==> config.mk <==
export PLATFORM = sky130hd
export DESIGN_NAME = pfw_flags_word
export DESIGN_NICKNAME = d
export VERILOG_FILES = /design/src/rtl/pfw_pkg.sv /design/src/rtl/pfw_flags_stack.sv /design/src/rtl/pfw_flags_word.sv
export SDC_FILE = /design/constraint.sdc
export NUM_CORES = 1
export LEC_CHECK = 0
export BUFFER_PORTS_ARGS = -buffer_cell sky130_fd_sc_hd__buf_2
export CORE_ASPECT_RATIO = 1.5
export CORE_UTILIZATION = 25
export DETAILED_ROUTE_END_ITERATION = 8
export GPL_TIMING_DRIVEN = 0
export HOLD_SLACK_MARGIN = 0.06
export PLACE_DENSITY_LB_ADDON = 0.12
export SYNTH_ARGS = -nofsm -noshare
export SYNTH_HDL_FRONTEND = slang
export SYNTH_SLANG_ARGS = --single-unit
==> constraint.sdc <==
create_clock -name clk_sys -period 3.6 [get_ports clk_sys]
set_input_delay 0.36 -clock clk_sys [delete_from_list [all_inputs] [get_ports clk_sys]]
set_output_delay 0.36 -clock clk_sys [all_outputs]
set_load 0.005 [all_outputs]
==> src/rtl/pfw_pkg.sv <==
// Constants, opcodes and state codes of the processor flags word logic
package pfw_pkg;
    localparam int unsigned WORD_W = 16;
    localparam int unsigned BYTE_W = 8;
    // Flag bit positions
    localparam int unsigned CARRY_BIT = 0;
    localparam int unsigned PARITY_BIT = 2;
    localparam int unsigned NIBBLE_BIT = 4;
    localparam int unsigned ZERO_BIT = 6;
    localparam int unsigned SIGN_BIT = 7;
    localparam int unsigned TRAP_BIT = 8;
    localparam int unsigned INT_EN_BIT = 9;
    localparam int unsigned DIR_BIT = 10;
    localparam int unsigned OVFL_BIT = 11;
    localparam int unsigned NIBBLE_TOP = 3;
    // Implemented bits; the rest read as zero
    localparam logic [15:0] FLAGS_IMPL_MASK = 16'h0FD5;
    localparam logic [15:0] STATUS_MASK = 16'h08D5;
    localparam logic [7:0] LOW_STATUS_MASK = 8'hD5;
    localparam logic [15:0] FLAGS_RESET = 16'h0000;
    localparam logic [15:0] WORD_ZERO = 16'h0000;
    localparam logic [7:0] BYTE_ZERO = 8'h00;
    // Flags stack
    localparam int unsigned STACK_DEPTH = 8;
    localparam int unsigned STACK_AW = 3;
    localparam int unsigned STACK_CW = 4;
    localparam logic [3:0] STACK_FULL_COUNT = 4'h8;
    localparam logic [3:0] STACK_ONE = 4'h1;
    localparam logic [3:0] STACK_EMPTY_COUNT = 4'h0;

    typedef enum logic [4:0] {
        OP_NOP = 5'h00,
        OP_ADD = 5'h01,
        OP_ADC = 5'h02,
        OP_SUB = 5'h03,
        OP_SUB_BRW = 5'h04,
        OP_AND = 5'h05,
        OP_OR = 5'h06,
        OP_XOR = 5'h07,
        OP_ROT_LEFT = 5'h08,
        OP_ROT_RIGHT = 5'h09,
        OP_CARRY_SET = 5'h0A,
        OP_CARRY_CLR = 5'h0B,
        OP_CARRY_INV = 5'h0C,
        OP_DIR_SET = 5'h0D,
        OP_DIR_CLR = 5'h0E,
        OP_IEN_SET = 5'h0F,
        OP_IEN_CLR = 5'h10,
        OP_FLAGS_OUT = 5'h11,
        OP_FLAGS_IN = 5'h12,
        OP_FLAGS_PUSH = 5'h13,
        OP_FLAGS_POP = 5'h14
    } pfw_op_e;

    typedef enum logic [0:0] {
        ST_IDLE = 1'b0,
        ST_POP_WAIT = 1'b1
    } pfw_state_e;
endpackage

==> src/rtl/pfw_flags_stack.sv <==
// Small flags stack memory with registered read data
`timescale 1ns/1ps
`default_nettype none
module pfw_flags_stack (
    input wire logic clk_sys,
    input wire logic reset,
    input wire logic push,
    input wire logic pop,
    input wire logic [15:0] push_data,
    output logic [15:0] pop_data,
    output logic empty,
    output logic full
);
    typedef struct packed {
        logic [pfw_pkg::STACK_CW-1:0] count;
        logic [15:0] rd_data;
    } pfw_stack_s;

    pfw_stack_s st;
    pfw_stack_s next_st;
    logic [15:0] mem [pfw_pkg::STACK_DEPTH];
    logic [pfw_pkg::STACK_AW-1:0] wr_addr;
    logic [pfw_pkg::STACK_AW-1:0] rd_addr;

    assign wr_addr = st.count[pfw_pkg::STACK_AW-1:0];
    assign rd_addr = 3'(st.count - pfw_pkg::STACK_ONE);
    assign empty = (st.count == pfw_pkg::STACK_EMPTY_COUNT);
    assign full = (st.count == pfw_pkg::STACK_FULL_COUNT);
    assign pop_data = st.rd_data;

    always_comb begin
        next_st = st;
        if (push && !full) begin
            next_st.count = st.count + pfw_pkg::STACK_ONE;
        end else if (pop && !empty) begin
            next_st.count = st.count - pfw_pkg::STACK_ONE;
            next_st.rd_data = mem[rd_addr];
        end
    end

    always_ff @(posedge clk_sys or posedge reset) begin
        if (reset) begin
            st <= '0;
        end else begin
            st <= next_st;
        end
    end

    always_ff @(posedge clk_sys) begin
        if (push && !full) begin
            mem[wr_addr] <= push_data;
        end
    end
endmodule
`default_nettype wire

==> src/rtl/pfw_flags_word.sv <==
// Flags word register, flag computation and flag instructions
// Operation
// RULE_01: Flags word is 16 bits; status at 0,2,4,6,7,11, control at 8,9,10.
// RULE_02: Carry set on carry or borrow out of the top bit, else cleared.
// RULE_03: Parity set when low result byte holds an even count of ones.
// RULE_04: Nibble carry set on carry out of or borrow into bit 3.
// RULE_05: Zero set when every result bit is zero.
// RULE_06: Sign takes the top bit of the result.
// RULE_07: Overflow set when signed result does not fit the destination.
// RULE_08: Trap bit raises single-step interrupt after next instruction, which clears it.
// RULE_09: Interrupt enable set lets maskable requests be taken; clear blocks them.
// RULE_10: Direction set makes string indexes decrement, clear makes them increment.
// RULE_11: Set and clear interrupt enable ops change only that flag.
// RULE_12: Load high byte op copies flags low byte to accumulator high byte.
// RULE_13: Store high byte op writes accumulator high byte into flags low byte.
// RULE_14: Push flags writes whole word to stack; pop reloads it.
// RULE_15: Add with carry adds both operands plus carry, then updates status.
// RULE_16: Subtract with borrow subtracts source and carry, then updates status.
// RULE_17: Rotates through carry include carry as an extra bit position.
// RULE_18: Single-flag ops set, clear or invert carry and set or clear direction.
`timescale 1ns/1ps
`default_nettype none
module pfw_flags_word (
    input wire logic clk_sys,
    input wire logic reset,
    input wire logic op_valid,
    input wire logic [4:0] op_code,
    input wire logic op_word,
    input wire logic [15:0] operand_dst,
    input wire logic [15:0] operand_src,
    input wire logic [7:0] accumulator_high_byte_in,
    input wire logic int_request,
    input wire logic [7:0] int_vector,
    output logic op_ready,
    output logic [15:0] status_flags_word,
    output logic [15:0] result,
    output logic result_valid,
    output logic [7:0] accumulator_high_byte,
    output logic accumulator_high_valid,
    output logic single_step_irq,
    output logic int_taken,
    output logic [7:0] int_vector_taken,
    output logic string_decrement,
    output logic stack_error
);
    typedef struct packed {
        pfw_pkg::pfw_state_e state;
        logic ready;
        logic trap_pend;
        logic [15:0] flags;
        logic [15:0] result;
        logic result_valid;
        logic full_update;
        logic res_word;
        logic [7:0] acc_high;
        logic acc_high_valid;
        logic ss_irq;
        logic int_taken;
        logic [7:0] vector;
        logic stack_error;
    } pfw_core_s;

    pfw_core_s st;
    pfw_core_s next_st;
    logic stk_push;
    logic stk_pop;
    logic [15:0] stk_data;
    logic stk_empty;
    logic stk_full;
    logic accept;
    pfw_pkg::pfw_op_e op;

    ////////////////////////////////////////////////////////////////////
    function automatic logic pfw_msb(input logic [16:0] v, input logic word);
        pfw_msb = word ? v[pfw_pkg::WORD_W-1] : v[pfw_pkg::BYTE_W-1];
    endfunction

    // RULE_03 even parity
    function automatic logic pfw_parity(input logic [15:0] v);
        pfw_parity = ~^v[pfw_pkg::BYTE_W-1:0];
    endfunction

    // Status bits from a result; control bits kept
    function automatic logic [15:0] pfw_status(
        input logic [15:0] old,
        input logic [15:0] res,
        input logic word,
        input logic carry_out,
        input logic nib_carry,
        input logic ovf
    );
        logic [15:0] f;
        f = old;
        f[pfw_pkg::CARRY_BIT] = carry_out;
        f[pfw_pkg::PARITY_BIT] = pfw_parity(res);
        f[pfw_pkg::NIBBLE_BIT] = nib_carry;
        f[pfw_pkg::ZERO_BIT] = (res == pfw_pkg::WORD_ZERO);
        // RULE_06 sign from msb
        f[pfw_pkg::SIGN_BIT] = pfw_msb({1'b0, res}, word);
        f[pfw_pkg::OVFL_BIT] = ovf;
        pfw_status = f;
    endfunction

    ////////////////////////////////////////////////////////////////////
    assign op = pfw_pkg::pfw_op_e'(op_code);
    assign accept = op_valid && st.ready;
    assign stk_push = accept && (op == pfw_pkg::OP_FLAGS_PUSH);
    assign stk_pop = accept && (op == pfw_pkg::OP_FLAGS_POP);

    pfw_flags_stack u_stack (
        .clk_sys(clk_sys),
        .reset(reset),
        .push(stk_push),
        .pop(stk_pop),
        .push_data(st.flags),
        .pop_data(stk_data),
        .empty(stk_empty),
        .full(stk_full)
    );

    ////////////////////////////////////////////////////////////////////
    always_comb begin
        logic [15:0] a;
        logic [15:0] b;
        logic [16:0] ext;
        logic [15:0] res;
        logic cin;
        logic sa;
        logic sb;
        logic sr;
        logic cf_new;
        logic done;
        logic trap_before;
        a = op_word ? operand_dst : {pfw_pkg::BYTE_ZERO, operand_dst[7:0]};
        b = op_word ? operand_src : {pfw_pkg::BYTE_ZERO, operand_src[7:0]};
        cin = 1'b0;
        ext = '0;
        res = '0;
        cf_new = 1'b0;
        sa = pfw_msb({1'b0, a}, op_word);
        sb = pfw_msb({1'b0, b}, op_word);
        done = 1'b0;
        trap_before = 1'b0;
        sr = 1'b0;
        next_st = st;
        next_st.result_valid = 1'b0;
        next_st.full_update = 1'b0;
        next_st.acc_high_valid = 1'b0;
        next_st.ss_irq = 1'b0;
        next_st.int_taken = 1'b0;
        next_st.stack_error = 1'b0;
        case (st.state)
            pfw_pkg::ST_IDLE: begin
                if (accept) begin
                    done = (op != pfw_pkg::OP_FLAGS_POP) || stk_empty;
                    trap_before = st.flags[pfw_pkg::TRAP_BIT];
                    next_st.trap_pend = st.flags[pfw_pkg::TRAP_BIT];
                    next_st.res_word = op_word;
                    case (op)
                        // RULE_15 add with carry
                        pfw_pkg::OP_ADD, pfw_pkg::OP_ADC: begin
                            if (op == pfw_pkg::OP_ADC) begin
                                cin = st.flags[pfw_pkg::CARRY_BIT];
                            end
                            ext = {1'b0, a} + {1'b0, b} + {16'h0000, cin};
                            res = op_word ? ext[15:0] : {pfw_pkg::BYTE_ZERO, ext[7:0]};
                            sr = pfw_msb(ext, op_word);
                            // RULE_02 carry out of top bit
                            cf_new = op_word ? ext[pfw_pkg::WORD_W] : ext[pfw_pkg::BYTE_W];
                            // RULE_07 signed add overflow
                            next_st.flags = pfw_status(st.flags, res, op_word, cf_new,
                                a[pfw_pkg::NIBBLE_BIT] ^ b[pfw_pkg::NIBBLE_BIT]
                                ^ ext[pfw_pkg::NIBBLE_BIT], (sa == sb) && (sr != sa));
                            next_st.result = res;
                            next_st.result_valid = 1'b1;
                            next_st.full_update = 1'b1;
                        end
                        // RULE_16 subtract with borrow
                        pfw_pkg::OP_SUB, pfw_pkg::OP_SUB_BRW: begin
                            if (op == pfw_pkg::OP_SUB_BRW) begin
                                cin = st.flags[pfw_pkg::CARRY_BIT];
                            end
                            ext = {1'b0, a} - {1'b0, b} - {16'h0000, cin};
                            res = op_word ? ext[15:0] : {pfw_pkg::BYTE_ZERO, ext[7:0]};
                            sr = pfw_msb(ext, op_word);
                            // RULE_04 borrow into low nibble
                            next_st.flags = pfw_status(st.flags, res, op_word,
                                op_word ? ext[pfw_pkg::WORD_W] : ext[pfw_pkg::BYTE_W],
                                a[pfw_pkg::NIBBLE_BIT] ^ b[pfw_pkg::NIBBLE_BIT]
                                ^ ext[pfw_pkg::NIBBLE_BIT], (sa != sb) && (sr != sa));
                            next_st.result = res;
                            next_st.result_valid = 1'b1;
                            next_st.full_update = 1'b1;
                        end
                        // RULE_05 logic results: carry, overflow, nibble cleared
                        pfw_pkg::OP_AND, pfw_pkg::OP_OR, pfw_pkg::OP_XOR: begin
                            if (op == pfw_pkg::OP_AND) begin
                                res = a & b;
                            end else if (op == pfw_pkg::OP_OR) begin
                                res = a | b;
                            end else begin
                                res = a ^ b;
                            end
                            next_st.flags = pfw_status(st.flags, res, op_word,
                                1'b0, 1'b0, 1'b0);
                            next_st.result = res;
                            next_st.result_valid = 1'b1;
                            next_st.full_update = 1'b1;
                        end
                        // RULE_17 carry is an extra rotation bit
                        pfw_pkg::OP_ROT_LEFT: begin
                            cf_new = sa;
                            res = op_word ? {a[14:0], st.flags[pfw_pkg::CARRY_BIT]}
                                : {pfw_pkg::BYTE_ZERO, a[6:0], st.flags[pfw_pkg::CARRY_BIT]};
                            next_st.flags[pfw_pkg::CARRY_BIT] = cf_new;
                            next_st.flags[pfw_pkg::OVFL_BIT] = pfw_msb({1'b0, res}, op_word)
                                ^ cf_new;
                            next_st.result = res;
                            next_st.result_valid = 1'b1;
                        end
                        pfw_pkg::OP_ROT_RIGHT: begin
                            res = op_word ? {st.flags[pfw_pkg::CARRY_BIT], a[15:1]}
                                : {pfw_pkg::BYTE_ZERO, st.flags[pfw_pkg::CARRY_BIT], a[7:1]};
                            next_st.flags[pfw_pkg::CARRY_BIT] = a[0];
                            next_st.flags[pfw_pkg::OVFL_BIT] = op_word ? (res[15] ^ res[14])
                                : (res[7] ^ res[6]);
                            next_st.result = res;
                            next_st.result_valid = 1'b1;
                        end
                        // RULE_18 single-flag instructions
                        pfw_pkg::OP_CARRY_SET: next_st.flags[pfw_pkg::CARRY_BIT] = 1'b1;
                        pfw_pkg::OP_CARRY_CLR: next_st.flags[pfw_pkg::CARRY_BIT] = 1'b0;
                        pfw_pkg::OP_CARRY_INV: begin
                            next_st.flags[pfw_pkg::CARRY_BIT] = ~st.flags[pfw_pkg::CARRY_BIT];
                        end
                        pfw_pkg::OP_DIR_SET: next_st.flags[pfw_pkg::DIR_BIT] = 1'b1;
                        pfw_pkg::OP_DIR_CLR: next_st.flags[pfw_pkg::DIR_BIT] = 1'b0;
                        // RULE_11 interrupt enable only
                        pfw_pkg::OP_IEN_SET: next_st.flags[pfw_pkg::INT_EN_BIT] = 1'b1;
                        pfw_pkg::OP_IEN_CLR: next_st.flags[pfw_pkg::INT_EN_BIT] = 1'b0;
                        // RULE_12 flags low byte out
                        pfw_pkg::OP_FLAGS_OUT: begin
                            next_st.acc_high = st.flags[7:0];
                            next_st.acc_high_valid = 1'b1;
                        end
                        // RULE_13 status bits of low byte in
                        pfw_pkg::OP_FLAGS_IN: begin
                            next_st.flags[7:0] = accumulator_high_byte_in
                                & pfw_pkg::LOW_STATUS_MASK;
                        end
                        // RULE_14 push whole word
                        pfw_pkg::OP_FLAGS_PUSH: next_st.stack_error = stk_full;
                        pfw_pkg::OP_FLAGS_POP: begin
                            if (stk_empty) begin
                                next_st.stack_error = 1'b1;
                            end else begin
                                next_st.state = pfw_pkg::ST_POP_WAIT;
                            end
                        end
                        default: begin
                        end
                    endcase
                end else if (int_request && st.flags[pfw_pkg::INT_EN_BIT]) begin
                    // RULE_09 maskable request gated by enable
                    next_st.int_taken = 1'b1;
                    next_st.vector = int_vector;
                end
            end
            pfw_pkg::ST_POP_WAIT: begin
                // RULE_14 reload from stack
                next_st.flags = stk_data & pfw_pkg::FLAGS_IMPL_MASK;
                next_st.state = pfw_pkg::ST_IDLE;
                done = 1'b1;
                trap_before = st.trap_pend;
            end
            default: next_st.state = pfw_pkg::ST_IDLE;
        endcase
        // RULE_08 trap after the instruction completes
        if (done && trap_before) begin
            next_st.ss_irq = 1'b1;
            next_st.flags[pfw_pkg::TRAP_BIT] = 1'b0;
        end
        // RULE_01 unimplemented bits held at zero
        next_st.flags = next_st.flags & pfw_pkg::FLAGS_IMPL_MASK;
        next_st.ready = (next_st.state == pfw_pkg::ST_IDLE);
    end

    always_ff @(posedge clk_sys or posedge reset) begin
        if (reset) begin
            st <= '0;
            st.flags <= pfw_pkg::FLAGS_RESET;
            st.ready <= 1'b1;
        end else begin
            st <= next_st;
        end
    end

    ////////////////////////////////////////////////////////////////////
    assign op_ready = st.ready;
    assign status_flags_word = st.flags;
    assign result = st.result;
    assign result_valid = st.result_valid;
    assign accumulator_high_byte = st.acc_high;
    assign accumulator_high_valid = st.acc_high_valid;
    assign single_step_irq = st.ss_irq;
    assign int_taken = st.int_taken;
    assign int_vector_taken = st.vector;
    // RULE_10 direction drives index stepping
    assign string_decrement = st.flags[pfw_pkg::DIR_BIT];
    assign stack_error = st.stack_error;
endmodule
`default_nettype wire

-- Yosys cells after proc, flatten, opt, wreduce, memory -nomap -nowiden
Memories as Yosys holds them, arrays and structs flattened.
Cells that the tools add are included.
- register bits: 67
- bits in writable memories: 72
- output and inout bits: 55
- word-level logic and storage cells: 171
- memories kept: 1
- memory list (name ; depth ; width ; rd ports ; clocked after Yosys merged registers in ; write ports ; RTL line ; source):
    u_stack.mem ; 8 ; 9 ; 1 ; 0 ; 1 ; pfw_flags_stack.sv:21 ; logic [15:0] mem [pfw_pkg::STACK_DEPTH];
- add/sub/neg operators: 6
- equality and inequality tests: 33
- mux-type cells: 61
- bitwise logic cells: 14
- reduce and logical (&&, ||, !) cells: 36
- operators with widths (operator ; number):
    16-bit 2-to-1 mux ; 11
    17-bit one-hot mux with 5 select lines ; 1
    16-bit logical NOT ; 3
    5-bit by 4-bit == test with 1-bit output, second input constant ; 8
    40-bit 2-to-1 mux ; 1
    1-bit 2-to-1 mux ; 31
    7-bit one-hot mux with 4 select lines ; 1
    9-bit 2-to-1 mux ; 3
    5-bit == test, second input constant ; 5
    12-bit one-hot mux with 2 select lines ; 1
    8-bit XNOR reduction ; 3
    5-bit by 3-bit == test with 1-bit output, second input constant ; 4
    20-bit 2-to-1 mux ; 1
    16-bit by 16-bit adder with 17-bit output ; 1
    17-bit by 1-bit adder with 17-bit output ; 1
    16-bit by 16-bit subtractor with 17-bit output ; 1
    17-bit by 1-bit subtractor with 17-bit output ; 1
    16-bit bitwise AND ; 1
    16-bit OR ; 1
    16-bit XOR ; 1
    2-bit AND reduction ; 7
    12-bit 2-to-1 mux ; 1
    1-bit one-hot mux with 2 select lines ; 6
    5-bit by 2-bit == test with 1-bit output, second input constant ; 2
    29 further kinds ; 54

-- Logic depth before layout (Yosys ltp)
Gate-level depths: netlist (run 1).
- depth after elaboration: 13
- depth in mapped cells: 18
- mapped depth without buffers: 16

-- Cells and area by module
A second synthesis (run 1) with hierarchy kept.
- cells, all modules: 1149
- area, all modules: 12253.0 µm²
- modules (own cells, without submodules) (module ; times used ; cells an instance ; area an instance (µm²)):
    pfw_flags_word ; 1 ; 785 ; 6179.7
    pfw_flags_stack ; 1 ; 364 ; 6073.3

-- Worst setup path after synthesis (run 1)
OpenSTA, ideal clock, no wires.
- path kind: input to register
- start: in op_code[2]
- end: reg st, in the netlist status_flags_word[2]
- library setup time: 0.134 ns
- arrival: 4.048 ns
- data required time: 3.466 ns
- path slack: -0.582 ns
- stages on the path: 18
- cell sequence: buf_2 clkbuf_1 nor2b_1 nand4b_1 fa_1 ha_1 a211o_1 a41oi_2 a21boi_1 o21a_1 or2_1 ha_1 xor2_1 xnor2_1 a222oi_1 o21ai_0 a221oi_1 a21oi_1
- word-level cells in the longest chain between the ends: 11
- elaborated cells on any way between the ends: 36
- ends and longest elaborated chain (item ; RTL line ; source):
    start: declaration ; pfw_flags_word.sv:27 ; input wire logic [4:0] op_code,
    5-bit by 3-bit == test with 1-bit output or 5-bit by 2-bit == test with 1-bit output (tied branches) ; n/a ;
    1-bit 2-to-1 mux, on equally long branches ; pfw_flags_word.sv:180, pfw_flags_word.sv:162 ;
    1-bit 2-to-1 mux ; pfw_flags_word.sv:159 ; case (op)
    1-bit 2-to-1 mux ; pfw_flags_word.sv:154 ; if (accept) begin
    1-bit 2-to-1 mux ; pfw_flags_word.sv:152 ; case (st.state)
    17-bit by 1-bit subtractor with 17-bit output or 17-bit by 1-bit adder with 17-bit output (tied branches) ; pfw_flags_word.sv:183, pfw_flags_word.sv:165 ;
    16-bit 2-to-1 mux, on equally long branches ; pfw_flags_word.sv:184, pfw_flags_word.sv:166 ;
    8-bit XNOR reduction ; pfw_flags_word.sv:80 ; pfw_parity = ~^v[pfw_pkg::BYTE_W-1:0];
    7-bit one-hot mux with 4 select lines ; pfw_flags_word.sv:159 ;
    40-bit 2-to-1 mux ; pfw_flags_word.sv:154 ;
    12-bit one-hot mux with 2 select lines ; pfw_flags_word.sv:152 ;
    end signal: assignment ; pfw_flags_word.sv:294 ; st <= next_st;
    end: declaration ; pfw_flags_word.sv:63 ; pfw_core_s st;
Several ways; a longest one is shown, not always the timed one. The select of a mux whose other input is x is not followed.
A chain may end at the register's enable or synchronous reset.

-- Worst setup path in the final report (run 1)
- start: reg st, in the netlist status_flags_word[0]
- end: reg st, in the netlist status_flags_word[2]
- word-level cells in the longest chain between the ends: 10
- elaborated cells on any way between the ends: 17
- ends and longest elaborated chain (item ; RTL line):
    1-bit 2-to-1 mux, on equally long branches ; pfw_flags_word.sv:180, pfw_flags_word.sv:162
    1-bit 2-to-1 mux ; pfw_flags_word.sv:159
    1-bit 2-to-1 mux ; pfw_flags_word.sv:154
    1-bit 2-to-1 mux ; pfw_flags_word.sv:152
    17-bit by 1-bit subtractor with 17-bit output or 17-bit by 1-bit adder with 17-bit output (tied branches) ; pfw_flags_word.sv:183, pfw_flags_word.sv:165
    16-bit 2-to-1 mux, on equally long branches ; pfw_flags_word.sv:184, pfw_flags_word.sv:166
    8-bit XNOR reduction ; pfw_flags_word.sv:80
    7-bit one-hot mux with 4 select lines * ; pfw_flags_word.sv:159
    40-bit 2-to-1 mux * ; pfw_flags_word.sv:154
    12-bit one-hot mux with 2 select lines * ; pfw_flags_word.sv:152
Every way passes the cells marked *; elsewhere a longest branch is shown, timed or not. The select of a mux whose other input is x is not followed.

==> results of run 1 <==
sequential cells by signal (all words and copies together) (netlist names):
register	flops
op_ready	1
single_step_irq	1
stack_error	1
st	2
int_vector_taken	8
int_taken	1
result_valid	1
u_stack.st	4
accumulator_high_byte	5
accumulator_high_valid	1
u_stack.mem	72
status_flags_word	9
u_stack.pop_data	9
result	16
cells in the mapped netlist, types with 8 or more instances:
cell / n
xor2_1: 15
o21ai_1: 44
nor4_1: 8
nor2_1: 64
dfrtp_1: 58
inv_1: 69
a31oi_1: 8
nor2b_1: 9
mux2_2: 11
ha_1: 76
a21oi_1: 41
edfxtp_1: 72
xnor2_1: 22
nand4_1: 11
a211oi_1: 9
clkbuf_1: 34
nor3_1: 21
mux4_2: 18
o21ai_0: 27
nand3_1: 12
nand2_1: 96
a21o_1: 15
o21a_1: 8
buf_4: 49
mux2i_1: 21
nand2b_1: 12
critical path, delay by kind of cell (launching register included):
| kind | cells | cell delay, ns |
|---|---|---|
| and+or+nand+nor | 2 | 0.47 |
| adders and majority gates | 3 | 0.90 |
| DFF | 1 | 0.44 |
| AOI/OAI and AO/OA | 8 | 1.66 |
| xor gates and xnor gates | 2 | 0.32 |
layout by cell type, fill, tap and decap left out, drive strengths merged, types with 21 or more instances in the layout:
master	Yosys	routed
a21oi	42	42
buf	61	173
clkbuf	34	47
dfrtp	58	58
edfxtp	72	72
ha	76	76
inv	71	81
mux2i	21	21
nand2	97	97
nor2	64	64
nor3	21	21
o21ai	71	71
xnor2	22	22
cell type report:
class / instances / area (µm²) / area share
multi-input cells: 695 / 5480 / 0.465
flip-flops and latches: 131 / 3640 / 0.309
plain buffers: 93 / 628 / 0.0532
well taps: 489 / 612 / 0.0519
repair buffers: 110 / 596 / 0.0505
clock buffers: 17 / 425 / 0.0361
inverters: 72 / 273 / 0.0231
clock inverters: 15 / 138 / 0.0117
diodes: 1 / 2.50 / 0.000212
power by group through the flow:
stage,clock network (µW),logic (µW),registers [µW]
2_1_floorplan,0,1670,1980
3_3_place_gp,0,2390,2060
3_5_place_dp,0,2420,2060
4_1_cts,1710,2510,2030
5_1_grt,1760,2780,2070
6_report,1660,2520,2030
timing repair:
item,CTS,global route
endpoints found under the hold margin,0,0
hold buffers,0,0
pin swaps,14,15
setup buffers,8,2
endpoints found under the setup margin,90,46
resized for setup,38,26
worst min path at each step:
stage          startpoint         to
2_1_floorplan   result[2]  result[2]
3_3_place_gp    result[2]  result[2]
4_1_cts             reset  result[3]
5_1_grt             reset  result[3]
6_report            reset  result[3]
3_5_place_dp    result[2]  result[2]
through the flow:
| stage | power [µW] | setup WS [ns] | cell area, µm² | TNS, ns | instances |
|---|---|---|---|---|---|
| after global placement | 4450 | -1.55 | 10800 | -36.03 | 1578 |
| after CTS | 6250 | -0.434 | 11700 | -0.963 | 1619 |
| after detailed placement | 4480 | -1.52 | 10800 | -31.17 | 1581 |
| after floorplan | 3660 | -0.259 | 9700 | -0.265 | 993 |
| after global routing | 6600 | -0.537 | 11800 | -1.36 | 1622 |
| final | 6210 | -0.329 | 11800 | -0.596 | 1623 |
cell families after synthesis:
| kind of cell | count (synthesis) |
|---|---|
| buffers and inverters | 167 |
| xor gates and xnor gates | 37 |
| and+or+nand+nor | 272 |
| other | 1 |
| adders and majority gates | 80 |
| DFF | 131 |
| AOI/OAI and AO/OA | 244 |
| muxes | 52 |
layer usage:
layer | vias up | global-route usage | routed length, µm
met4 | 0 | 0.0902 | 1530
met2 | 192 | 0.336 | 18600
met5 | - | 0 | 0
met1 | 3976 | 0.192 | 12900
li1 | 3819 | - | -
met3 | 66 | 0.0228 | 1020
==> results_tabular.tex, run 1 <==
\begin{tabular}{lr}
\hline
Metric & Value \\
\hline
\multicolumn{2}{l}{\textbf{Clock tree}} \\
\quad Htree depth & 4 \\
\quad Clock transition time at the flip-flop clock pins of the worst setup and hold paths & 0.07 ns \\
\quad Total clock buffers created by CTS & 17 \\
\quad Root Driver & clkbuf\_16 \\
\quad TritonCTS clock tree & built \\
\quad Deepest clock path buffer count & 2 \\
\quad Clock insertion delay at the later pin of the skew report & 0.44 ns \\
\quad Number of sinks on the clock net & 131 \\
\multicolumn{2}{l}{\textbf{Yosys}} \\
\quad Fraction of the mapped netlist area in adder cells & 0.108 \\
\quad Dominant combinational cell family by area after synthesis & compound AO/OA/AOI/OAI gates \\
\quad Register area share after synthesis & 0.380 \\
\quad Total of warnings raised by yosys & 0 \\
\quad Count of state elements after synthesis & 131 \\
\quad Synthesized-area fraction occupied by ao, oa, aoi and oai cells & 0.177 \\
\quad Synth Area in Simple Gates & 0.136 \\
\quad Synthesized area divided by synthesized cell count & 9.75 µm² \\
\quad Count of flip-flops with a built-in enable after synthesis & 72 \\
\quad Post-synth ARST share & 0.450 \\
\quad Top cells by area, synth & edfxtp\_1 23\%, dfrtp\_1 15\%, ha\_1 9.9\%, mux4\_2 4.2\%, buf\_4 3.8\% \\
\quad Cells after synthesis & 984 \\
\quad Cell Area, Synth & 9590 µm² \\
\quad Ys flop type & edfxtp\_1 \\
\quad Area share of the largest cell type after synthesis & 0.225 \\
\quad Post-synth cell types & 92 \\
\quad Post-synthesis share of cell area spent on xor and xnor gates & 0.0338 \\
\quad Cell accounting for the most synthesized area & edfxtp\_1 \\
\quad Share of cell area taken by muxes after synthesis & 0.0795 \\
\multicolumn{2}{l}{\textbf{Finish}} \\
\quad Final \#Nets & 1258 \\
\quad Fraction of final layout cells sized beyond drive strength 1 & 0.264 \\
\quad P\&R area growth vs syn & 23.0\% \\
\quad Fill cells & 4049 \\
\quad Fraction of the core area covered by cells at the end of the flow & 0.313 \\
\multicolumn{2}{l}{\textbf{Route}} \\
\quad Average wire per cell in the routed design & 21.0 µm \\
\quad Residual DRC count & 0 \\
\quad Drt pass-1 iters & 5 \\
\quad Post-route ant nets & 0 \\
\quad Wire length reported by the detailed router & 34100 µm \\
\quad First DRT Iteration DRCs & 404 \\
\quad Via count of the routed design & 8053 \\
\quad Average vias per placed instance & 4.96 \\
\multicolumn{2}{l}{\textbf{Setup path}} \\
\quad Origin of the critical flop-to-flop path & status\_flags\_word[0] \\
\quad Kind of critical path & flop to flop \\
\quad Worst Setup End Kind & flop \\
\quad CP Launch Point & status\_flags\_word[0] \\
\quad Largest incremental delay on the critical path & 0.44 ns \\
\quad Worst endpoint data arrival time & 4.23 ns \\
\quad Most frequent cell on the critical path & ha\_4 \\
\quad Worst Path Required & 3.90 ns \\
\quad Reg-to-reg endpoint & status\_flags\_word[2] \\
\quad Maximum net fanout on the critical path & 3 \\
\quad Cell type of the slowest stage on the worst timing path & dfrtp\_4 \\
\quad Crit path launch type & flop \\
\quad Cell Chain, Critical Path & nand4b\_1 -> fa\_2 -> ha\_4 -> a211o\_1 -> a41oi\_2 -> a21boi\_2 -> o21a\_1 -> or2\_4 -> ha\_4 -> xor2\_2 -> xnor2\_1 -> a222oi\_1 -> o21ai\_1 -> a221oi\_1 -> a21oi\_1 \\
\quad Timing endpoint of the critical path & status\_flags\_word[2] \\
\quad Reg-to-reg setup timing slack & -0.33 ns \\
\quad Worst R2R Path Depth & 15 \\
\multicolumn{2}{l}{\textbf{Floorplan}} \\
\quad Core area & 37700 µm² \\
\quad Die height & 242 µm \\
\quad I/O pin total & 113 \\
\quad Cell row count & 87 \\
\quad Die width & 162 µm \\
\quad Die footprint & 39200 µm² \\
\quad Initial standard-cell utilization of the core & 0.255 \\
\multicolumn{2}{l}{\textbf{Place}} \\
\quad HPWL after detailed placement & 27000 µm \\
\quad Count of buffers from port buffering & 96 \\
\quad Routability congestion estimate & 0.911 \\
\multicolumn{2}{l}{\textbf{Power}} \\
\quad Seq pwr share & 0.327 \\
\quad Sw Ratio & 0.369 \\
\quad Logic pwr share & 0.406 \\
\quad Power dissipated by switching net loads & 2290 µW \\
\quad Leakage power & 0.00506 µW \\
\quad Areal power density over the cells & 526 nW/µm² \\
\quad Worst IR drop on VDD & 392 µV \\
\quad Part of the power in the clock network & 0.267 \\
\quad Internal Power & 3920 µW \\
\multicolumn{2}{l}{\textbf{Status}} \\
\quad Status & finished with violations \\
\quad Violated checks & setup timing \\
\multicolumn{2}{l}{\textbf{Global route}} \\
\quad Number of antenna violations at the first check in global routing & 0 \\
\quad Total GRT Usage & 0.179 \\
\quad Global-route wire length before repair & 51600 µm \\
\quad Pin count of the biggest net entering global routing & 60 \\
\quad Global-route congestion overflow total & 0 \\
\quad Number of global-route vias before repair & 8344 \\
\multicolumn{2}{l}{\textbf{Timing}} \\
\quad Final Hold Slack & 0.0478 ns \\
\quad Tcrit/Tclk final & 1.09 \\
\quad Final Hold Fails & 0 \\
\quad RSZ-0062 raised after global routing & yes \\
\quad Worst rel slew slack & 0.186 \\
\quad Final worst clock skew & 0.0177 ns \\
\quad Count of pins over their slew limit & 0 \\
\quad Maximum clock frequency & 0.255 GHz \\
\quad Min cycle time layout & 3.93 ns \\
\quad Slack of the critical path & -0.329 ns \\
\quad Actual transition at the worst max-transition pin & 1.21 ns \\
\quad Setup violations, final & 2 \\
\multicolumn{2}{l}{\textbf{Run}} \\
\quad Max cap viols & 0 \\
\multicolumn{2}{l}{\textbf{Worst hold path}} \\
\quad Type of the most critical hold path & input port to asynchronous set/reset pin \\
\hline
\end{tabular}
Power figures use the tool's default switching activity.
==> run 2: changes to the inputs <==
- SKIP_LAST_GASP: default -> 1
==> run 2 against run 1 <==
The flow still finishes with violations (setup timing). Global-route usage unchanged. Register-to-register slack about the same. Flip-flop and latch count unchanged. Clock-buffer cell count unchanged. Routed wire length about the same. Worst hold slack got worse by 0.0017 ns. Utilization about the same. Via count decreased by 0.26%. Sequential share of layout area about the same. Setup slack improved by 0.00075 ns. Critical path type unchanged.
==> results_tabular.tex, run 2 (same netlist as run 1, synthesis figures left out) <==
\begin{tabular}{lr}
\hline
Metric & Value \\
\hline
\multicolumn{2}{l}{\textbf{Status}} \\
\quad Status & finished with violations \\
\quad Violated checks & setup timing \\
\multicolumn{2}{l}{\textbf{Clock tree}} \\
\quad Root Driver & clkbuf\_16 \\
\quad Clock transition time at the flip-flop clock pins of the worst setup and hold paths & 0.07 ns \\
\quad Deepest clock path buffer count & 2 \\
\quad TritonCTS clock tree & built \\
\quad Clock insertion delay at the later pin of the skew report & 0.44 ns \\
\quad Htree depth & 4 \\
\quad Total clock buffers created by CTS & 17 \\
\quad Number of sinks on the clock net & 131 \\
\quad Count of hold buffers inserted by post-cts repair & 0 \\
\multicolumn{2}{l}{\textbf{Setup path}} \\
\quad Most frequent cell on the critical path & ha\_4 \\
\quad Crit path launch type & flop \\
\quad Cell Chain, Critical Path & nand4b\_1 -> fa\_2 -> ha\_4 -> a211o\_1 -> a41oi\_2 -> a21boi\_2 -> o21a\_1 -> or2\_4 -> ha\_4 -> xor2\_1 -> xnor2\_1 -> a222oi\_1 -> o21ai\_1 -> a221oi\_1 -> a21oi\_1 \\
\quad Cell type of the slowest stage on the worst timing path & dfrtp\_4 \\
\quad Worst Setup End Kind & flop \\
\quad Maximum net fanout on the critical path & 3 \\
\quad Worst Path Required & 3.90 ns \\
\quad Worst endpoint data arrival time & 4.23 ns \\
\quad Kind of critical path & flop to flop \\
\quad Largest incremental delay on the critical path & 0.45 ns \\
\multicolumn{2}{l}{\textbf{Timing}} \\
\quad Min cycle time layout & 3.93 ns \\
\quad Worst rel slew slack & 0.186 \\
\quad Final worst clock skew & 0.0206 ns \\
\quad Final total negative setup slack & -0.599 ns \\
\quad Final Hold Fails & 0 \\
\quad Maximum clock frequency & 0.255 GHz \\
\quad RSZ-0062 raised after global routing & yes \\
\quad Setup violations, final & 2 \\
\quad Actual transition at the worst max-transition pin & 1.21 ns \\
\quad Slack of the critical path & -0.328 ns \\
\quad Count of pins over their slew limit & 0 \\
\quad Tcrit/Tclk final & 1.09 \\
\multicolumn{2}{l}{\textbf{Power}} \\
\quad Worst IR drop on VDD & 391 µV \\
\quad Areal power density over the cells & 525 nW/µm² \\
\quad Leakage power & 0.00506 µW \\
\quad Post-route total power & 6200 µW \\
\multicolumn{2}{l}{\textbf{Run}} \\
\quad Max cap viols & 0 \\
\multicolumn{2}{l}{\textbf{Route}} \\
\quad Residual DRC count & 0 \\
\quad Average wire per cell in the routed design & 21.0 µm \\
\quad First DRT Iteration DRCs & 386 \\
\quad Average vias per placed instance & 4.95 \\
\quad Post-route ant nets & 0 \\
\quad Drt pass-1 iters & 7 \\
\quad Wire length reported by the detailed router & 34100 µm \\
\quad Via count of the routed design & 8032 \\
\multicolumn{2}{l}{\textbf{Floorplan}} \\
\quad Initial standard-cell utilization of the core & 0.255 \\
\quad Die width & 162 µm \\
\quad Die height & 242 µm \\
\quad I/O pin total & 113 \\
\quad Cell row count & 87 \\
\quad Core area & 37700 µm² \\
\quad Die footprint & 39200 µm² \\
\multicolumn{2}{l}{\textbf{Place}} \\
\quad HPWL after detailed placement & 27000 µm \\
\quad Routability congestion estimate & 0.911 \\
\quad Setup slack at placement & -1.52 ns \\
\quad Count of buffers from port buffering & 96 \\
\quad Post-DP Area & 10800 µm² \\
\multicolumn{2}{l}{\textbf{Finish}} \\
\quad Final \#Nets & 1258 \\
\quad Fraction of final layout cells sized beyond drive strength 1 & 0.263 \\
\quad P\&R area growth vs syn & 22.9\% \\
\quad Summed area of non-filler cells in the final layout & 11800 µm² \\
\quad Register name with the most flops & u\_stack.mem \\
\quad Area of all sequential standard cells & 3640 µm² \\
\quad Most common library cell in the layout ignoring fill and taps & buf\_2 \\
\quad Most frequent cells in the layout & 100 x buf\_2, 95 x nand2\_1, 72 x edfxtp\_1 \\
\quad Number of flip-flops in the largest register & 72 \\
\quad Fill cells & 4053 \\
\quad Combined area of the multi-input logic cells & 5470 µm² \\
\multicolumn{2}{l}{\textbf{Global route}} \\
\quad Total GRT Usage & 0.179 \\
\quad Global-route congestion overflow total & 0 \\
\quad Global-route wire length before repair & 51600 µm \\
\quad Pin count of the biggest net entering global routing & 60 \\
\quad Number of global-route vias before repair & 8346 \\
\quad Number of antenna violations at the first check in global routing & 0 \\
\multicolumn{2}{l}{\textbf{Worst hold path}} \\
\quad Type of the most critical hold path & input port to asynchronous set/reset pin \\
\hline
\end{tabular}
[run 2: cell counts in the layout (fill, tap and decap cells not counted)]
No cell type changed its count.
[run 2: worst max-delay path, delay by kind of cell (launching register included)]
kind / cells / cell delay (ns)
XOR/XNOR: 2 / 0.27
flip-flops: 1 / 0.45
AND/OR/NAND/NOR: 2 / 0.47
AO/OA/AOI/OAI: 8 / 1.66
adder cells (fa/ha/maj): 3 / 0.94
[run 2: final timing paths]
check | from | endpoint | slack, ns | cells after the start
setup reg to reg | status_flags_word[0] | status_flags_word[2] | -0.33 | 15
hold reg to reg | accumulator_high_byte[7] | accumulator_high_byte[7] | 0.48 | 2
min in group clk_sys | int_vector[1] | int_vector_taken[1] | 0.15 | 2
max in group asynchronous | reset | status_flags_word[0] | 2.91 | 2
setup / recovery | status_flags_word[0] | status_flags_word[2] | -0.33 | 15
hold / removal | reset | result[3] | 0.05 | 2
[run 2: area by class of cell]
class                      count  area share
multi-input combinational    695       0.464
sequential                   131       0.309
buffer                        93      0.0533
tap                          489      0.0519
timing repair buffer         110      0.0505
clock buffer                  17      0.0361
inverter                      72      0.0231
clock inverter                15      0.0117
antenna                        1    0.000212
[run 2: power by group]
part	internal [µW]	switching, µW
Clock	911	745
Sequential	1840	190
Combinational	1160	1350
Total	3910	2280
[run 2: routing by layer]
metal	track usage	share of wire	vias to the layer above
met5	0	0	-
met2	0.336	0.55	187
met1	0.192	0.38	3959
li1	-	-	3821
met3	0.0228	0.029	65
met4	0.0902	0.045	0
[run 2: what timing repair did]
action                                  in CTS  in global routing
setup buffers                                8                  2
pin swaps                                   14                 15
endpoints found under the setup margin      90                 46
gates cloned                                 0                  0
gates resized for setup                     38                 25
[run 2: through the flow]
stage | instances | util | hold WS, ns
floorplan | 993 | - | 0.447
global placement | 1578 | 0.287 | 0.468
detailed placement | 1581 | 0.288 | 0.467
CTS | 1619 | 0.309 | 0.0962
global route | 1622 | 0.313 | 0.127
finish | 1623 | 0.313 | 0.0461
==> run 3: changes to the inputs <==
- ABC_AREA: default -> 1
==> run 3 against run 2 <==
The run ends with DRC left. Sequential share of layout area decreased by 0.61 points. Via count is 14% higher. Clock-buffer cell count grew 7. Flip-flop and latch count unchanged. Non-clock buffer count shrank 11. Clock power increased by 6%. Global-route usage is 0.94 points higher. Power up 5.8%.
==> results_tabular.tex, run 3 <==
\begin{tabular}{lr}
\hline
Metric & Value \\
\hline
\multicolumn{2}{l}{\textbf{Timing}} \\
\quad Tcrit/Tclk final & 0.965 \\
\quad Min cycle time layout & 3.47 ns \\
\quad Final Hold Fails & 0 \\
\quad Setup violations, final & 0 \\
\quad Actual transition at the worst max-transition pin & 0.678 ns \\
\quad Slack of the critical path & 0.127 ns \\
\quad RSZ-0062 raised after global routing & yes \\
\quad Count of pins over their slew limit & 0 \\
\quad Maximum clock frequency & 0.288 GHz \\
\quad Final worst clock skew & 0.0159 ns \\
\quad Worst rel slew slack & 0.548 \\
\multicolumn{2}{l}{\textbf{Clock tree}} \\
\quad TritonCTS clock tree & built \\
\quad Root Driver & clkbuf\_16 \\
\quad Total clock buffers created by CTS & 17 \\
\quad Htree depth & 4 \\
\quad Number of sinks on the clock net & 131 \\
\quad Deepest clock path buffer count & 2 \\
\quad Clock transition time at the flip-flop clock pins of the worst setup and hold paths & 0.06 ns \\
\quad Clock insertion delay at the later pin of the skew report & 0.42 ns \\
\multicolumn{2}{l}{\textbf{Setup path}} \\
\quad Worst Setup End Kind & flop \\
\quad CP Launch Point & status\_flags\_word[0] \\
\quad Cell Chain, Critical Path & inv\_1 -> nor3\_2 -> fa\_1 -> inv\_1 -> fa\_1 -> inv\_1 -> nand2\_1 -> nand3\_1 -> xnor2\_1 -> ha\_1 -> nand2\_1 -> nor2\_1 -> nand2\_1 -> inv\_1 -> nand2\_1 -> nor2\_1 -> nand2\_1 -> nand2\_1 -> nand3\_1 -> a21oi\_2 \\
\quad Worst Path Required & 3.96 ns \\
\quad Crit path launch type & flop \\
\quad Cell type of the slowest stage on the worst timing path & fa\_1 \\
\quad Kind of critical path & flop to flop \\
\quad Maximum net fanout on the critical path & 6 \\
\quad Worst endpoint data arrival time & 3.83 ns \\
\quad Origin of the critical flop-to-flop path & status\_flags\_word[0] \\
\quad Largest incremental delay on the critical path & 0.44 ns \\
\quad Most frequent cell on the critical path & nand2\_1 \\
\multicolumn{2}{l}{\textbf{Route}} \\
\quad Residual DRC count & 16 \\
\quad Via count of the routed design & 9130 \\
\quad Average vias per placed instance & 4.61 \\
\quad Average wire per cell in the routed design & 18.8 µm \\
\quad Drt pass-1 iters & 7 \\
\quad Post-route ant nets & 0 \\
\quad First DRT Iteration DRCs & 519 \\
\quad Wire length reported by the detailed router & 37200 µm \\
\multicolumn{2}{l}{\textbf{Yosys}} \\
\quad Area share of the largest cell type after synthesis & 0.216 \\
\quad Register area share after synthesis & 0.364 \\
\quad Count of flip-flops with a built-in enable after synthesis & 72 \\
\quad Cell accounting for the most synthesized area & edfxtp\_1 \\
\quad Synthesized area divided by synthesized cell count & 7.53 µm² \\
\quad Library cell with the highest instance count after synthesis & nand2\_1 \\
\quad Total of warnings raised by yosys & 0 \\
\quad Ys flop type & edfxtp\_1 \\
\quad Post-synth cell types & 52 \\
\quad Count of state elements after synthesis & 131 \\
\quad Post-synth ARST share & 0.450 \\
\quad Leading cell types by count after synthesis & 350 x nand2\_1, 193 x inv\_1, 122 x nor2\_1, 76 x ha\_1, 75 x nand3\_1 \\
\quad Top cells by area, synth & edfxtp\_1 22\%, dfrtp\_1 15\%, nand2\_1 13\%, ha\_1 9.5\%, inv\_1 7.2\% \\
\quad Cell Area, Synth & 10000 µm² \\
\quad Cells after synthesis & 1329 \\
\multicolumn{2}{l}{\textbf{Place}} \\
\quad Count of buffers from port buffering & 99 \\
\quad Cell count after placement & 1943 \\
\quad Routability congestion estimate & 0.896 \\
\quad Setup slack at placement & -1.10 ns \\
\quad HPWL after detailed placement & 30600 µm \\
\multicolumn{2}{l}{\textbf{Finish}} \\
\quad Register name with the most flops & u\_stack.mem \\
\quad Most frequent cells in the layout & 350 x nand2\_1, 192 x inv\_1, 118 x nor2\_1 \\
\quad Final Non-Filler Cells & 1981 \\
\quad Number of flip-flops in the largest register & 72 \\
\quad Final \#Nets & 1605 \\
\quad P\&R area growth vs syn & 20.2\% \\
\quad Most common library cell in the layout ignoring fill and taps & nand2\_1 \\
\quad Fraction of final layout cells sized beyond drive strength 1 & 0.183 \\
\multicolumn{2}{l}{\textbf{Global route}} \\
\quad Global-route wire length before repair & 55300 µm \\
\quad Global-route congestion overflow total & 0 \\
\quad Total GRT Usage & 0.188 \\
\quad Number of antenna violations at the first check in global routing & 2 \\
\quad Number of global-route vias before repair & 9332 \\
\quad Pin count of the biggest net entering global routing & 40 \\
\multicolumn{2}{l}{\textbf{Power}} \\
\quad Areal power density over the cells & 546 nW/µm² \\
\quad Worst IR drop on VDD & 221 µV \\
\quad Leakage power & 0.00600 µW \\
\quad Post-route total power & 6560 µW \\
\multicolumn{2}{l}{\textbf{Floorplan}} \\
\quad Die footprint & 40800 µm² \\
\quad Core area & 39400 µm² \\
\quad Die height & 247 µm \\
\quad I/O pin total & 113 \\
\quad Initial standard-cell utilization of the core & 0.254 \\
\quad Cell row count & 89 \\
\quad Die width & 165 µm \\
\multicolumn{2}{l}{\textbf{Worst hold path}} \\
\quad Hold path startpoint & int\_vector[3] \\
\quad Type of the most critical hold path & input port to flop \\
\multicolumn{2}{l}{\textbf{Run}} \\
\quad Max cap viols & 0 \\
\multicolumn{2}{l}{\textbf{Status}} \\
\quad Violated checks & DRC \\
\quad Status & finished with violations \\
\hline
\end{tabular}
[run 3: cell count changes in the layout (fill, tap and decap cells not counted), sizes merged, moves of 9 or more]
| cell | change |
|---|---|
| inv | +123 |
| mux2 | -13 |
| mux2i | -21 |
| mux4 | -18 |
| nand2 | +263 |
| nand2b | -12 |
| nand3 | +65 |
| nor2 | +68 |
| nor2b | -9 |
| o21ai | -17 |
| o22ai | +10 |
| o32ai | +20 |
| xnor2 | -10 |
[run 3: worst paths after layout]
path / cells after the start / slack (ns) / to
hold / removal: 3 / 0.15 / int_vector_taken[3]
setup reg to reg: 20 / 0.13 / status_flags_word[6]
min in group asynchronous: 3 / 0.53 / result_valid
setup / recovery: 20 / 0.13 / status_flags_word[6]
max in group asynchronous: 4 / 2.42 / op_ready
hold reg to reg: 2 / 0.48 / accumulator_high_byte[6]
[run 3: timing repair]
| item | in CTS | in global routing |
|---|---|---|
| cloned | 0 | 0 |
| pin swaps | 0 | 3 |
| endpoints found under the hold margin | 20 | 0 |
| hold buffers | 1 | 0 |
| gates resized for setup | 11 | 18 |
| buffers inserted | 3 | 2 |
| endpoints found under the setup margin | 52 | 32 |
[run 3: power by group]
group          internal [µW]  leakage [µW]  switching [µW]  total, µW
Combinational           1030       0.00432            1670       2710
Clock                   1100      0.000299             662       1760
Sequential              1870       0.00138             225       2090
Total                   4000       0.00600            2560       6560
[run 3: per-layer routing]
metal | share of wire | wire length, µm | up-vias | global-route usage
li1 | - | - | 4568 | -
met1 | 0.36 | 13200 | 4253 | 0.186
met2 | 0.56 | 20700 | 215 | 0.365
met3 | 0.028 | 1030 | 90 | 0.0230
met4 | 0.059 | 2200 | 4 | 0.112
met5 | 0.00062 | 23 | - | 0
[run 3: kinds of logic after synthesis]
logic type               share of synthesized area
AND/OR/NAND/NOR                              0.264
buffers and inverters                        0.130
AO/OA/AOI/OAI                                0.118
flip-flops                                   0.364
adder cells (fa/ha/maj)                      0.103
XOR/XNOR                                    0.0201
other                                     0.000375
[run 3: layout make-up]
type | instances | area [µm²]
multi-input cells | 921 | 5210
clock buffers | 24 | 524
fillers | 4361 | 27400
inverters | 204 | 766
diodes | 1 | 2.50
flip-flops and latches | 131 | 3640
plain buffers | 81 | 543
well taps | 500 | 626
clock inverters | 8 | 85.1
repair buffers | 111 | 619
[run 3: metrics by stage]
| step | hold slack [ns] | util | setup TNS, ns | instance area [µm²] |
|---|---|---|---|---|
| finish | 0.147 | 0.305 | 0 | 12000 |
| floorplan | 0.443 | - | 0 | 10000 |
| global placement | 0.467 | 0.283 | -39.60 | 11200 |
| global route | 0.132 | 0.305 | -0.580 | 12000 |
| CTS | 0.121 | 0.303 | -0.0192 | 11900 |
| detailed placement | 0.425 | 0.286 | -15.96 | 11300 |
[run 3: critical path, delay by kind of cell (launching register included)]
family / cells / cell delay, ns
adder cells (fa/ha/maj): 3 / 0.85
AO/OA/AOI/OAI: 1 / 0.15
buffers and inverters: 4 / 0.49
flip-flops: 1 / 0.42
XOR/XNOR: 1 / 0.35
AND/OR/NAND/NOR: 11 / 1.15
